### config.mk
export PLATFORM = sky130hd
export DESIGN_NAME = keyed_watchdog_timer
export DESIGN_NICKNAME = d
export VERILOG_FILES = /design/src/kwd_pkg.sv /design/src/kwd_if.sv /design/src/keyed_watchdog_timer.sv /design/src/kwd_axil_slave.sv /design/src/kwd_counter.sv
export VERILOG_INCLUDE_DIRS = /design/src
export SDC_FILE = /design/constraint.sdc
export NUM_CORES = 1
export LEC_CHECK = 0
export BUFFER_PORTS_ARGS = -buffer_cell sky130_fd_sc_hd__buf_2
export CAP_MARGIN = 20
export CORE_MARGIN = 2
export CORE_UTILIZATION = 45
export CTS_BUF_LIST = sky130_fd_sc_hd__clkbuf_8
export CTS_CLUSTER_DIAMETER = 100
export CTS_CLUSTER_SIZE = 10
export DETAILED_ROUTE_END_ITERATION = 8
export GPL_TIMING_DRIVEN = 0
export PLACE_DENSITY = 0.77
export SLEW_MARGIN = 20
export SYNTH_ARGS = -nofsm -noshare
export SYNTH_HDL_FRONTEND = slang
export SYNTH_SLANG_ARGS = --single-unit
### constraint.sdc
create_clock -name ref_clk -period 2.96 [get_ports ref_clk]
set_input_delay 0.444 -clock ref_clk [delete_from_list [all_inputs] [get_ports ref_clk]]
set_output_delay 0.444 -clock ref_clk [all_outputs]
set_load 0.01 [all_outputs]
### src/kwd_consts.svh
// Offsets, field positions, reset values and counts of the keyed watchdog.
`ifndef KWD_CONSTS_SVH
`define KWD_CONSTS_SVH
`define KWD_OFF_CTRL     8'h00
`define KWD_OFF_RFC      8'h04
`define KWD_OFF_STAT     8'h08
`define KWD_OFF_IRQ_ST   8'h0c
`define KWD_OFF_IRQ_MSK  8'h10
`define KWD_OFF_COUNT    8'h14
`define KWD_CTRL_RST     8'h53
`define KWD_KEY_MSB      7
`define KWD_KEY_LSB      3
`define KWD_SEL_MSB      2
`define KWD_KEY_ENABLE   5'h0a
`define KWD_KEY_DISABLE  5'h15
`define KWD_RFC_KEEP     7
`define KWD_RFC_LOW_VOLTAGE_RESET_FLAG     2
`define KWD_RFC_LRF      1
`define KWD_RFC_KRF      0
`define KWD_STAT_TO      0
`define KWD_STAT_PDF     1
`define KWD_IRQ_OVF      0
`define KWD_IRQ_KEY      1
`define KWD_SYS_DIV_LAST 2'h3
`define KWD_KEY_TICKS    2'h3
`define KWD_RESP_OKAY    2'h0
`define KWD_RESP_SLVERR  2'h2
`endif

### src/kwd_pkg.sv
// Types shared by the keyed watchdog modules.
package kwd_pkg;
  typedef enum logic [2:0] {
    KS_IDLE = 3'b001,
    KS_WAIT = 3'b010,
    KS_FIRE = 3'b100
  } kwd_key_e;
  typedef logic [7:0]  kwd_byte_t;
  typedef logic [17:0] kwd_count_t;
endpackage : kwd_pkg

### src/kwd_if.sv
// Internal carriers: register access strobes and the timeout counter link.
`timescale 1ns/1ps
interface kwd_reg_if;
  logic [7:0]  wrAddr;
  logic [31:0] wrData;
  logic        wrByte0;
  logic        wrEn;
  logic        wrOk;
  logic [7:0]  rdAddr;
  logic [31:0] rdData;
  logic        rdOk;
  modport slave (output wrAddr, wrData, wrByte0, wrEn, rdAddr, input wrOk, rdData, rdOk);
  modport regs  (input wrAddr, wrData, wrByte0, wrEn, rdAddr, output wrOk, rdData, rdOk);
endinterface : kwd_reg_if

interface kwd_cnt_if;
  logic        tick;
  logic        clear;
  logic        enable;
  logic [2:0]  sel;
  logic        overflow;
  logic [17:0] count;
  modport ctl (output tick, clear, enable, sel, input overflow, count);
  modport cnt (input tick, clear, enable, sel, output overflow, count);
endinterface : kwd_cnt_if

### src/keyed_watchdog_timer.sv
// Keyed watchdog timer: clock selection, key check, flags and registers.
`timescale 1ns/1ps
`include "kwd_consts.svh"

// Overview of operation
// - Clock is sub clock or system clock/4
// - Sub clock from crystal or internal RC
// - Period select picks 2^8 to 2^18
// - Always-on: both valid keys run, others reset
// - Register control: 10101 off, 01010 on
// - Bad key resets after 2-3 RC cycles
// - Key loads 01010 at power-on
// - Key reset flag cleared only by software
// - Normal overflow resets device, sets timeout
// - Sleep overflow sets timeout, clears PC/SP
// - Key reset, clear or halt clears count
// - Flag register bits 6..3 read zero
// - Sleep overflow wakes device, starts reset
// - Power-down flag: halt sets, clear clears
module keyed_watchdog_timer
  import kwd_pkg::*;
#(
  parameter bit ALWAYS_ON     = 1'b0,
  parameter bit SRC_SYS_DIV4  = 1'b0,
  parameter bit SUB_FROM_LOW_SPEED_INTERNAL_RC = 1'b1
) (
  // Clock and reset.
  input  wire logic        ref_clk,
  input  wire logic        rstn,
  // Oscillator and supply monitor pins.
  input  wire logic        lowSpeedCrystal,
  input  wire logic        lowSpeedInternalRc,
  input  wire logic        lowVoltageEvent,
  input  wire logic        voltageSelectEvent,
  // Processor events.
  input  wire logic        clearWatchdogInstruction,
  input  wire logic        haltInstruction,
  input  wire logic        lowPowerMode,
  // Reset, wake and interrupt requests.
  output logic             deviceReset,
  output logic             pcSpReset,
  output logic             wakeUp,
  output logic             wdtIrq,
  // AXI4-Lite.
  input  wire logic [7:0]  awaddr,
  input  wire logic        awvalid,
  output logic             awready,
  input  wire logic [31:0] wdata,
  input  wire logic [3:0]  wstrb,
  input  wire logic        wvalid,
  output logic             wready,
  output logic [1:0]       bresp,
  output logic             bvalid,
  input  wire logic        bready,
  input  wire logic [7:0]  araddr,
  input  wire logic        arvalid,
  output logic             arready,
  output logic [31:0]      rdata,
  output logic [1:0]       rresp,
  output logic             rvalid,
  input  wire logic        rready
);
  localparam int NPIN = 4;

  kwd_reg_if regBus ();
  kwd_cnt_if cntBus ();

  logic [NPIN-1:0] pinRaw;
  logic [NPIN-1:0] pinEdge;
  logic [2:0]      pinSync [NPIN];
  logic [NPIN-1:0] pinStable;
  logic [NPIN-1:0] pinStableD;

  kwd_byte_t  wdtCtrl;
  kwd_byte_t  rfcReg;
  logic       timeoutFlag;
  logic       powerDownFlag;
  logic [1:0] irqStatus;
  logic [1:0] irqMask;
  logic [1:0] sysDiv;
  logic       sysTick;
  logic       subTick;
  logic       lircTick;
  logic       srcTick;
  logic [4:0] key;
  logic       keyValid;
  logic       wdtEnable;
  kwd_key_e   keyState;
  logic [1:0] keyTicks;
  logic       keyFire;
  logic       ovf;
  logic       wrCtrl;
  logic       wrRfc;
  logic       wrIrqSt;
  logic       wrIrqMsk;
  logic [31:0] next_rdData;

  // Register index from byte address; 3'h7 marks an unmapped word.
  function automatic logic [2:0] regIndex(input logic [7:0] addr);
    case (addr)
      `KWD_OFF_CTRL:    regIndex = 3'h0;
      `KWD_OFF_RFC:     regIndex = 3'h1;
      `KWD_OFF_STAT:    regIndex = 3'h2;
      `KWD_OFF_IRQ_ST:  regIndex = 3'h3;
      `KWD_OFF_IRQ_MSK: regIndex = 3'h4;
      `KWD_OFF_COUNT:   regIndex = 3'h5;
      default:          regIndex = 3'h7;
    endcase
  endfunction : regIndex

  assign pinRaw = {voltageSelectEvent, lowVoltageEvent, lowSpeedInternalRc, lowSpeedCrystal};

  // Pins are asynchronous; a level counts only once the last two stages agree.
  for (genvar i = 0; i < NPIN; i++) begin : g_pin
    always_ff @(posedge ref_clk) begin
      if (!rstn) begin
        pinSync[i]    <= 3'h0;
        pinStable[i]  <= 1'b0;
        pinStableD[i] <= 1'b0;
      end else begin
        pinSync[i]    <= {pinSync[i][1:0], pinRaw[i]};
        pinStableD[i] <= pinStable[i];
        if (pinSync[i][1] == pinSync[i][2]) begin
          pinStable[i] <= pinSync[i][2];
        end
      end
    end
    assign pinEdge[i] = pinStable[i] && !pinStableD[i];
  end

  // The system clock is ref_clk itself, so divide-by-four is a tick every fourth edge.
  always_ff @(posedge ref_clk) begin
    if (!rstn) begin
      sysDiv <= 2'h0;
    end else begin
      sysDiv <= sysDiv + 2'h1;
    end
  end

  assign sysTick  = (sysDiv == `KWD_SYS_DIV_LAST);
  assign subTick  = SUB_FROM_LOW_SPEED_INTERNAL_RC ? pinEdge[1] : pinEdge[0];
  assign lircTick = pinEdge[1];

  // With the system clock as source, the count stops in low power unless the clock is kept.
  always_comb begin
    if (SRC_SYS_DIV4) begin
      srcTick = sysTick && (!lowPowerMode || rfcReg[`KWD_RFC_KEEP]);
    end else begin
      srcTick = subTick;
    end
  end

  assign key      = wdtCtrl[`KWD_KEY_MSB:`KWD_KEY_LSB];
  assign keyValid = (key == `KWD_KEY_ENABLE) || (key == `KWD_KEY_DISABLE);

  always_comb begin
    if (ALWAYS_ON) begin
      wdtEnable = keyValid;
    end else begin
      wdtEnable = (key == `KWD_KEY_ENABLE);
    end
  end

  // Once a bad key is seen the reset is committed, even if software repairs the key.
  always_ff @(posedge ref_clk) begin
    if (!rstn) begin
      keyState <= KS_IDLE;
      keyTicks <= 2'h0;
    end else begin
      case (keyState)
        KS_IDLE: begin
          keyTicks <= 2'h0;
          if (!keyValid) begin
            keyState <= KS_WAIT;
          end
        end
        KS_WAIT: begin
          if (lircTick) begin
            keyTicks <= keyTicks + 2'h1;
            if (keyTicks == `KWD_KEY_TICKS - 2'h1) begin
              keyState <= KS_FIRE;
            end
          end
        end
        KS_FIRE: begin
          keyState <= KS_IDLE;
        end
        default: begin
          keyState <= KS_IDLE;
        end
      endcase
    end
  end

  assign keyFire = (keyState == KS_FIRE);

  assign cntBus.tick   = srcTick;
  assign cntBus.enable = wdtEnable;
  assign cntBus.sel    = wdtCtrl[`KWD_SEL_MSB:0];
  assign cntBus.clear  = keyFire || clearWatchdogInstruction || haltInstruction;
  assign ovf           = cntBus.overflow;

  kwd_counter u_counter (
    .ref_clk (ref_clk),
    .rstn    (rstn),
    .c       (cntBus)
  );

  kwd_axil_slave u_bus (
    .ref_clk (ref_clk),
    .rstn    (rstn),
    .awaddr  (awaddr),
    .awvalid (awvalid),
    .awready (awready),
    .wdata   (wdata),
    .wstrb   (wstrb),
    .wvalid  (wvalid),
    .wready  (wready),
    .bresp   (bresp),
    .bvalid  (bvalid),
    .bready  (bready),
    .araddr  (araddr),
    .arvalid (arvalid),
    .arready (arready),
    .rdata   (rdata),
    .rresp   (rresp),
    .rvalid  (rvalid),
    .rready  (rready),
    .r       (regBus)
  );

  assign wrCtrl   = regBus.wrEn && regBus.wrByte0 && (regIndex(regBus.wrAddr) == 3'h0);
  assign wrRfc    = regBus.wrEn && regBus.wrByte0 && (regIndex(regBus.wrAddr) == 3'h1);
  assign wrIrqSt  = regBus.wrEn && regBus.wrByte0 && (regIndex(regBus.wrAddr) == 3'h3);
  assign wrIrqMsk = regBus.wrEn && regBus.wrByte0 && (regIndex(regBus.wrAddr) == 3'h4);
  assign regBus.wrOk = (regIndex(regBus.wrAddr) != 3'h7);
  assign regBus.rdOk = (regIndex(regBus.rdAddr) != 3'h7);

  // A key reset puts the control byte back to its power-on value.
  always_ff @(posedge ref_clk) begin
    if (!rstn) begin
      wdtCtrl <= `KWD_CTRL_RST;
    end else if (keyFire) begin
      wdtCtrl <= `KWD_CTRL_RST;
    end else if (wrCtrl) begin
      wdtCtrl <= regBus.wrData[7:0];
    end
  end

  // Reset flags: hardware sets, software clears by writing zero; a set wins.
  always_ff @(posedge ref_clk) begin
    if (!rstn) begin
      rfcReg <= 8'h00;
    end else begin
      if (wrRfc) begin
        rfcReg[`KWD_RFC_KEEP] <= regBus.wrData[`KWD_RFC_KEEP];
      end
      if (keyFire) begin
        rfcReg[`KWD_RFC_KRF] <= 1'b1;
      end else if (wrRfc && !regBus.wrData[`KWD_RFC_KRF]) begin
        rfcReg[`KWD_RFC_KRF] <= 1'b0;
      end
      if (pinEdge[2]) begin
        rfcReg[`KWD_RFC_LOW_VOLTAGE_RESET_FLAG] <= 1'b1;
      end else if (wrRfc && !regBus.wrData[`KWD_RFC_LOW_VOLTAGE_RESET_FLAG]) begin
        rfcReg[`KWD_RFC_LOW_VOLTAGE_RESET_FLAG] <= 1'b0;
      end
      if (pinEdge[3]) begin
        rfcReg[`KWD_RFC_LRF] <= 1'b1;
      end else if (wrRfc && !regBus.wrData[`KWD_RFC_LRF]) begin
        rfcReg[`KWD_RFC_LRF] <= 1'b0;
      end
      rfcReg[6:3] <= 4'h0;
    end
  end

  always_ff @(posedge ref_clk) begin
    if (!rstn) begin
      timeoutFlag <= 1'b0;
    end else if (ovf) begin
      timeoutFlag <= 1'b1;
    end else if (clearWatchdogInstruction || haltInstruction) begin
      timeoutFlag <= 1'b0;
    end
  end

  always_ff @(posedge ref_clk) begin
    if (!rstn) begin
      powerDownFlag <= 1'b0;
    end else if (haltInstruction) begin
      powerDownFlag <= 1'b1;
    end else if (clearWatchdogInstruction) begin
      powerDownFlag <= 1'b0;
    end
  end

  // Reset and wake requests are one-cycle pulses.
  always_ff @(posedge ref_clk) begin
    if (!rstn) begin
      deviceReset <= 1'b0;
      pcSpReset   <= 1'b0;
      wakeUp      <= 1'b0;
    end else begin
      deviceReset <= keyFire || (ovf && !lowPowerMode);
      pcSpReset   <= ovf && lowPowerMode;
      wakeUp      <= ovf && lowPowerMode;
    end
  end

  always_ff @(posedge ref_clk) begin
    if (!rstn) begin
      irqStatus <= 2'h0;
      irqMask   <= 2'h0;
    end else begin
      irqStatus[`KWD_IRQ_OVF] <= ovf || (irqStatus[`KWD_IRQ_OVF] &&
                                 !(wrIrqSt && regBus.wrData[`KWD_IRQ_OVF]));
      irqStatus[`KWD_IRQ_KEY] <= keyFire || (irqStatus[`KWD_IRQ_KEY] &&
                                 !(wrIrqSt && regBus.wrData[`KWD_IRQ_KEY]));
      if (wrIrqMsk) begin
        irqMask <= regBus.wrData[1:0];
      end
    end
  end

  always_ff @(posedge ref_clk) begin
    if (!rstn) begin
      wdtIrq <= 1'b0;
    end else begin
      wdtIrq <= |(irqStatus & irqMask);
    end
  end

  always_comb begin
    next_rdData = 32'h00000000;
    case (regIndex(regBus.rdAddr))
      3'h0:    next_rdData[7:0] = wdtCtrl;
      3'h1:    next_rdData[7:0] = {rfcReg[7], 4'h0, rfcReg[2:0]};
      3'h2:    next_rdData[1:0] = {powerDownFlag, timeoutFlag};
      3'h3:    next_rdData[1:0] = irqStatus;
      3'h4:    next_rdData[1:0] = irqMask;
      3'h5:    next_rdData[17:0] = cntBus.count;
      default: next_rdData = 32'h00000000;
    endcase
  end

  assign regBus.rdData = next_rdData;
endmodule : keyed_watchdog_timer

### src/kwd_axil_slave.sv
// AXI4-Lite slave front end turning bus transfers into register strobes.
`timescale 1ns/1ps
`include "kwd_consts.svh"
module kwd_axil_slave (
  // Clock and reset.
  input  wire logic        ref_clk,
  input  wire logic        rstn,
  // AXI4-Lite.
  input  wire logic [7:0]  awaddr,
  input  wire logic        awvalid,
  output logic             awready,
  input  wire logic [31:0] wdata,
  input  wire logic [3:0]  wstrb,
  input  wire logic        wvalid,
  output logic             wready,
  output logic [1:0]       bresp,
  output logic             bvalid,
  input  wire logic        bready,
  input  wire logic [7:0]  araddr,
  input  wire logic        arvalid,
  output logic             arready,
  output logic [31:0]      rdata,
  output logic [1:0]       rresp,
  output logic             rvalid,
  input  wire logic        rready,
  // Register side.
  kwd_reg_if.slave         r
);
  logic awHeld;
  logic wHeld;

  assign r.wrEn   = awHeld && wHeld && !bvalid;
  assign r.rdAddr = araddr;

  always_ff @(posedge ref_clk) begin
    if (!rstn) begin
      awready <= 1'b1;
      wready  <= 1'b1;
      awHeld  <= 1'b0;
      wHeld   <= 1'b0;
      bvalid  <= 1'b0;
      bresp   <= `KWD_RESP_OKAY;
      r.wrAddr  <= 8'h00;
      r.wrData  <= 32'h00000000;
      r.wrByte0 <= 1'b0;
    end else begin
      if (awvalid && awready) begin
        awready  <= 1'b0;
        awHeld   <= 1'b1;
        r.wrAddr <= awaddr;
      end
      if (wvalid && wready) begin
        wready    <= 1'b0;
        wHeld     <= 1'b1;
        r.wrData  <= wdata;
        r.wrByte0 <= wstrb[0];
      end
      if (r.wrEn) begin
        awHeld <= 1'b0;
        wHeld  <= 1'b0;
        bvalid <= 1'b1;
        bresp  <= r.wrOk ? `KWD_RESP_OKAY : `KWD_RESP_SLVERR;
      end
      if (bvalid && bready) begin
        bvalid  <= 1'b0;
        awready <= 1'b1;
        wready  <= 1'b1;
      end
    end
  end

  always_ff @(posedge ref_clk) begin
    if (!rstn) begin
      arready <= 1'b1;
      rvalid  <= 1'b0;
      rdata   <= 32'h00000000;
      rresp   <= `KWD_RESP_OKAY;
    end else if (arvalid && arready) begin
      arready <= 1'b0;
      rvalid  <= 1'b1;
      rdata   <= r.rdData;
      rresp   <= r.rdOk ? `KWD_RESP_OKAY : `KWD_RESP_SLVERR;
    end else if (rvalid && rready) begin
      rvalid  <= 1'b0;
      arready <= 1'b1;
    end
  end
endmodule : kwd_axil_slave

### src/kwd_counter.sv
// Timeout counter with power-of-two period select.
`timescale 1ns/1ps
module kwd_counter
  import kwd_pkg::*;
(
  // Clock and reset.
  input  wire logic ref_clk,
  input  wire logic rstn,
  // Control link.
  kwd_cnt_if.cnt    c
);
  kwd_count_t count;
  logic       hit;

  function automatic kwd_count_t lastCount(input logic [2:0] sel);
    case (sel)
      3'h0:    lastCount = 18'h000ff;
      3'h1:    lastCount = 18'h003ff;
      3'h2:    lastCount = 18'h00fff;
      3'h3:    lastCount = 18'h03fff;
      3'h4:    lastCount = 18'h07fff;
      3'h5:    lastCount = 18'h0ffff;
      3'h6:    lastCount = 18'h1ffff;
      default: lastCount = 18'h3ffff;
    endcase
  endfunction : lastCount

  assign hit = (count == lastCount(c.sel));

  always_ff @(posedge ref_clk) begin
    if (!rstn || c.clear || !c.enable) begin
      count <= 18'h00000;
    end else if (c.tick) begin
      count <= hit ? 18'h00000 : count + 18'h00001;
    end
  end

  always_ff @(posedge ref_clk) begin
    if (!rstn) begin
      c.overflow <= 1'b0;
    end else begin
      c.overflow <= c.tick && c.enable && !c.clear && hit;
    end
  end

  assign c.count = count;
endmodule : kwd_counter

# Yosys cells after proc, flatten, opt, wreduce, memory -nomap -nowiden
# Memories as Yosys holds them, arrays and structs flattened.
# Index checks and enable logic that the tools add are counted.
# totals
ff_bits,97
ram_bits,12
mem_count,1
# classes
n_addsub,2
eq_ne,39
n_mux,35
n_bitwise,6
n_reduce_logical,67
# memory_table
memory,depth,width,rd,rd_clocked_by_memory_dff,wr,line_no,source
pinSync,4,3,4,0,4,keyed_watchdog_timer.sv:70,logic [2:0] pinSync [NPIN];
# ops
operator,count
$pmux W18 S7,1
$pmux W3 S6,2
$eq A8 B4 Y1 const B,4
$eq A8 B5 Y1 const B,4
$logic_and A1 B1 Y1,27
$eq A3 B3 Y1 const B,7
$mux W3,7
$add A18 B1 Y18 const B,1
$eq A18 B18 Y1,1
$eq A3 B2 Y1 const B,6
$mux W18,1
$pmux W6 S3,1
$eq A8 B3 Y1 const B,2
$logic_not A8 Y1,2
$mux W1,16
$reduce_bool A2 Y1,7
$logic_not A1 Y1,13
$eq A3 B1 Y1 const B,4
$pmux W2 S6,1
$mux W10,1
$logic_not A3 Y1,3
$logic_or A1 B1 Y1,9
$reduce_or A2 Y1,4
$mux W2,3
15 further kinds,22

# Longest topological paths before layout
# logic_depth
word_depth,8
ltp_mapped,10
depth_no_buf,9

# Modules after synthesis
# From an unflattened synthesis, not the netlist that was laid out.
# unflattened
hier_cells,706
area_unflattened_um2,6258.5
# by_module_without_submodules
mod,instances,cells_each,area_each_um2,seq_area_each_um2
kwd_axil_slave,1,364,3265.6,1641.6
keyed_watchdog_timer,1,228,2024.4,820.8
kwd_counter,1,114,968.4,380.4

# Worst setup path after synthesis
# Ideal clock, no wire load.
# synth_timing
path_type,input to register
start,in araddr[1]
end,reg u_bus.rdata[0]
arrival_ns,2.598
setup_slack_ns,0.288
cell_stages,10
cell_sequence,or3_1 nor3_1 nand2_1 ha_1 clkbuf_1 nor2b_1 a211oi_1 nor4b_1 a32oi_1 o21ai_0
# synth_between
elab_chain_len,4
# synth_lines
item,line_no,source
"start, declared",keyed_watchdog_timer.sv:55,"input wire logic [7:0] araddr,"
$eq A8 B5 Y1 (tied with other cells),keyed_watchdog_timer.sv:100,case (addr)
$pmux W3 S6 *,keyed_watchdog_timer.sv:100,
$eq A3 B3 Y1 (tied with other cells),keyed_watchdog_timer.sv:335,case (regIndex(regBus.rdAddr))
$pmux W2 S6 *,keyed_watchdog_timer.sv:335,
"end signal, assigned",kwd_axil_slave.sv:81,rdata <= r.rdData;
"end, declared",kwd_axil_slave.sv:22,"output logic [31:0] rdata,"
# Mark *: on every way between the ends. The rest lies on a longest branch, timed or not.
# A chain may end at the register's enable or synchronous reset.

# Worst setup path after layout
# layout_timing
start,in araddr[1]
end,reg u_bus.rdata[1]
# The elaborated chain is that of the path after synthesis.

==> flow_metrics.env <==
export IMPL_number_of_pins_with_negative_max_slew_slack_in_the_final_report=0
export IMPL_fillers=979
export IMPL_cts_sinks=104
export IMPL_hold_viol=0
export IMPL_num_vias=4148
export IMPL_cts_repair_resize_count=0
export IMPL_synth_edff_count=0
export IMPL_detail_route_wirelength_mm=11.41
export IMPL_cts_max_path_buffers=2
export IMPL_layout_min_cycle_time_ns=2.736
export IMPL_detail_route_drc_violations=0
export IMPL_max_ir_drop_vdd_mv=0.3215
export IMPL_grt_start_max_net_pins=21
export IMPL_track_usage_pct=20.85
export IMPL_finalCoreUtilization_pct=53.39
export IMPL_placeableCoreArea_mm2=0.01018
export IMPL_via_density=5.394
export IMPL_synthesis_area_per_instance_um2=8.682
export IMPL_drive_above_1_share_pct=17.85
export IMPL_rel_slew_slack_pct=29.71
export IMPL_power_per_cell_area_mw_per_mm2=481.5
export IMPL_clock_fmax_mhz=365.6
export IMPL_antenna_cells_inserted=0
export IMPL_drtAntennaViolNets=0
export IMPL_synth_seq_area_share_pct=44.66
export IMPL_ys_warnings_count=0
export IMPL_dp_hpwl_mm=8.565
export IMPL_number_of_instances_in_the_synthesized_netlist=537
export IMPL_layout_worst_path_cycle_share_pct=92.42
export IMPL_netlist_area_mm2=0.004662
export IMPL_timing_critical_path_to_type="register"
export IMPL_ranking_of_synthesized_cells_by_area="dfxtp_1, nand2_1, nor2b_1, mux2i_1, a21boi_0"
export IMPL_timing_max_cap_violations=0
export IMPL_synth_top_cell_area_share_pct=44.66
export IMPL_synth_lib_cells_used_distinct=54
export IMPL_ctsHoldBuffers=0
export IMPL_layout_area_overhead_vs_synth_pct=16.64
export IMPL_chipWidth_um=105.8
export IMPL_dr_pass1_iters=4
export IMPL_cts_root_buffer="clkbuf_8"
export IMPL_static_leakage_power_nw=2.044
export IMPL_cell_type_contributing_the_most_total_cell_area_after_synthesis="dfxtp_1"
export IMPL_insertion_delay_ns=0.37
export IMPL_ys_seq_elements=104
export IMPL_first_global_vias=3986
export IMPL_clock_tree_from_tritoncts="done"
export IMPL_cts_setup_buffers=0
export IMPL_timing_worst_slew_pin_value_ns=1.045
export IMPL_die_height_um=105.8
export IMPL_crit_required_ns=3.25
export IMPL_rows=37
export IMPL_floorplan_die_area_mm2=0.01119
export IMPL_start_util_pct=45.77
export IMPL_most_common_cell_after_layout_fill_and_taps_aside="dfxtp_1"
export IMPL_timing_reg2reg_setup_slack_ns=0.50
export IMPL_clock_transition_at_the_registers_of_the_reported_paths_ns=0.11
export IMPL_finalSetupViolations=0
export IMPL_clock_skew_final_ns=0.01070
export IMPL_drt_first_iter_violations=193
export IMPL_place_port_buffers=65
export IMPL_critical_path_startpoint_type="input port"
export IMPL_whs_ns=0.2735
export IMPL_cts_buffers_inserted=9
export IMPL_setup_worst_path_class="in2reg"
export IMPL_antenna_found_initial=0
export IMPL_run_status="finished clean"
export IMPL_design_final_nets=697
export IMPL_detail_route_wl_per_cell_um=14.83
export IMPL_rsz0062_at_grt="false"
export IMPL_worst_path_arrival_ns=3.03
export IMPL_grt_overflow_total=0
export IMPL_asyncSetResetFlopFracSynth_pct=0
export IMPL_final_cell_mix="dfxtp_1, nand2_1, buf_2, nor2_1, nor2b_1"
export IMPL_gp_routability_congestion=0.8959
export IMPL_hold_path_class="in2reg"
export IMPL_wire_length_of_the_first_global_routing_pass_mm=18.77
export IMPL_htree_levels=3
export IMPL_synth_flop_cell="dfxtp_1"
export IMPL_num_ports=111
export IMPL_critPathMaxFanout=8
[critical path, cell delays in order]
cell and delay [ns]:
buf_2 0.11, or3_1 0.43, nor3_2 0.46, nand2_1 0.12, ha_1 0.21, clkbuf_1 0.19, nor2b_1 0.34, a211oi_1 0.13
nor4b_1 0.41, a32oi_1 0.08, o21ai_0 0.10
[synthesized netlist by cell type (all sizes together), types with 6 or more instances]
master and n:
dfxtp 104, inv 15, o22ai 9, and2 16, nand2 73, a21oi 23
mux2i 15, nor4 8, nand3 14, clkbuf 24, nand4 6, nand2b 8
o21ai 18, xor2 9, buf 20, a21boi 18, nor3 18, nor2 31
a22oi 13, nor2b 26
[cells by family (layout without fill, tap and decap cells)]
logic type	count (synthesis)	in the layout	share of synthesized area, %
compound gates	108	108	15.32
xor+xnor	12	12	2.255
fa+ha+maj	3	3	0.8052
buf+inv	59	140	6.146
flops	104	104	44.66
mux	20	20	4.428
other cells	1	16	0.08044
simple gates	230	230	26.30
[state kept, by name (all words and copies together), names as in the netlist, 2 cells and up]
| name | count |
|---|---|
| u_counter.c.count | 18 |
| pinSync | 9 |
| wdtCtrl | 8 |
| irqMask | 2 |
| rfcReg | 4 |
| u_bus.rdata | 18 |
| keyTicks | 2 |
| pinStableD | 3 |
| irqStatus | 2 |
| u_bus.r.wrAddr | 8 |
| keyState | 3 |
| pinStable | 3 |
| u_bus.r.wrData | 8 |
[stage by stage]
| stage | setup TNS, ns | setup slack (ns) | total power [mW] | cells | area, µm² |
|---|---|---|---|---|---|
| after floorplan | 0 | 0.2875 | 1.611 | 552 | 4718 |
| after global placement | -2.298 | -0.2456 | 1.680 | 753 | 5214 |
| after detailed placement | -4.248 | -0.3622 | 1.689 | 753 | 5214 |
| after CTS | 0 | 0.004534 | 2.633 | 769 | 5433 |
| after global routing | 0 | 0.01775 | 2.722 | 769 | 5438 |
| final | 0 | 0.2245 | 2.618 | 769 | 5438 |
[final timing paths]
check                          start              endpoint  cells after the start
hold reg to reg        pinSync[1][0]         pinSync[1][1]                      1
setup / recovery           araddr[1]        u_bus.rdata[1]                     11
hold / removal    voltageSelectEvent         pinSync[3][0]                      2
setup reg to reg          wdtCtrl[1]  u_counter.c.count[3]                      6
[where the power goes]
group / switching [mW] / internal, mW / total (mW)
Combinational: 0.120 / 0.0848 / 0.205
Sequential: 0.0240 / 1.43 / 1.45
Clock: 0.542 / 0.418 / 0.960
Total: 0.685 / 1.93 / 2.62
[layer usage]
| layer | track usage [%] | share of wire, % |
|---|---|---|
| met1 | 25.15 | 42 |
| met2 | 37.05 | 50 |
| met3 | 5.133 | 6.4 |
| met4 | 5.357 | 1.5 |
| met5 | 0 | 0 |
[area by class of cell]
type,count,area (µm²),area share [%]
multi-input cells,389,2355,43.30
flip-flops and latches,104,2082,38.29
repair buffers,65,325.3,5.983
plain buffers,44,230.2,4.234
well taps,136,170.2,3.129
clock buffers,9,123.9,2.278
clock inverters,7,95.09,1.749
inverters,15,56.30,1.035
Note: power is estimated with default switching activity, not from simulation.
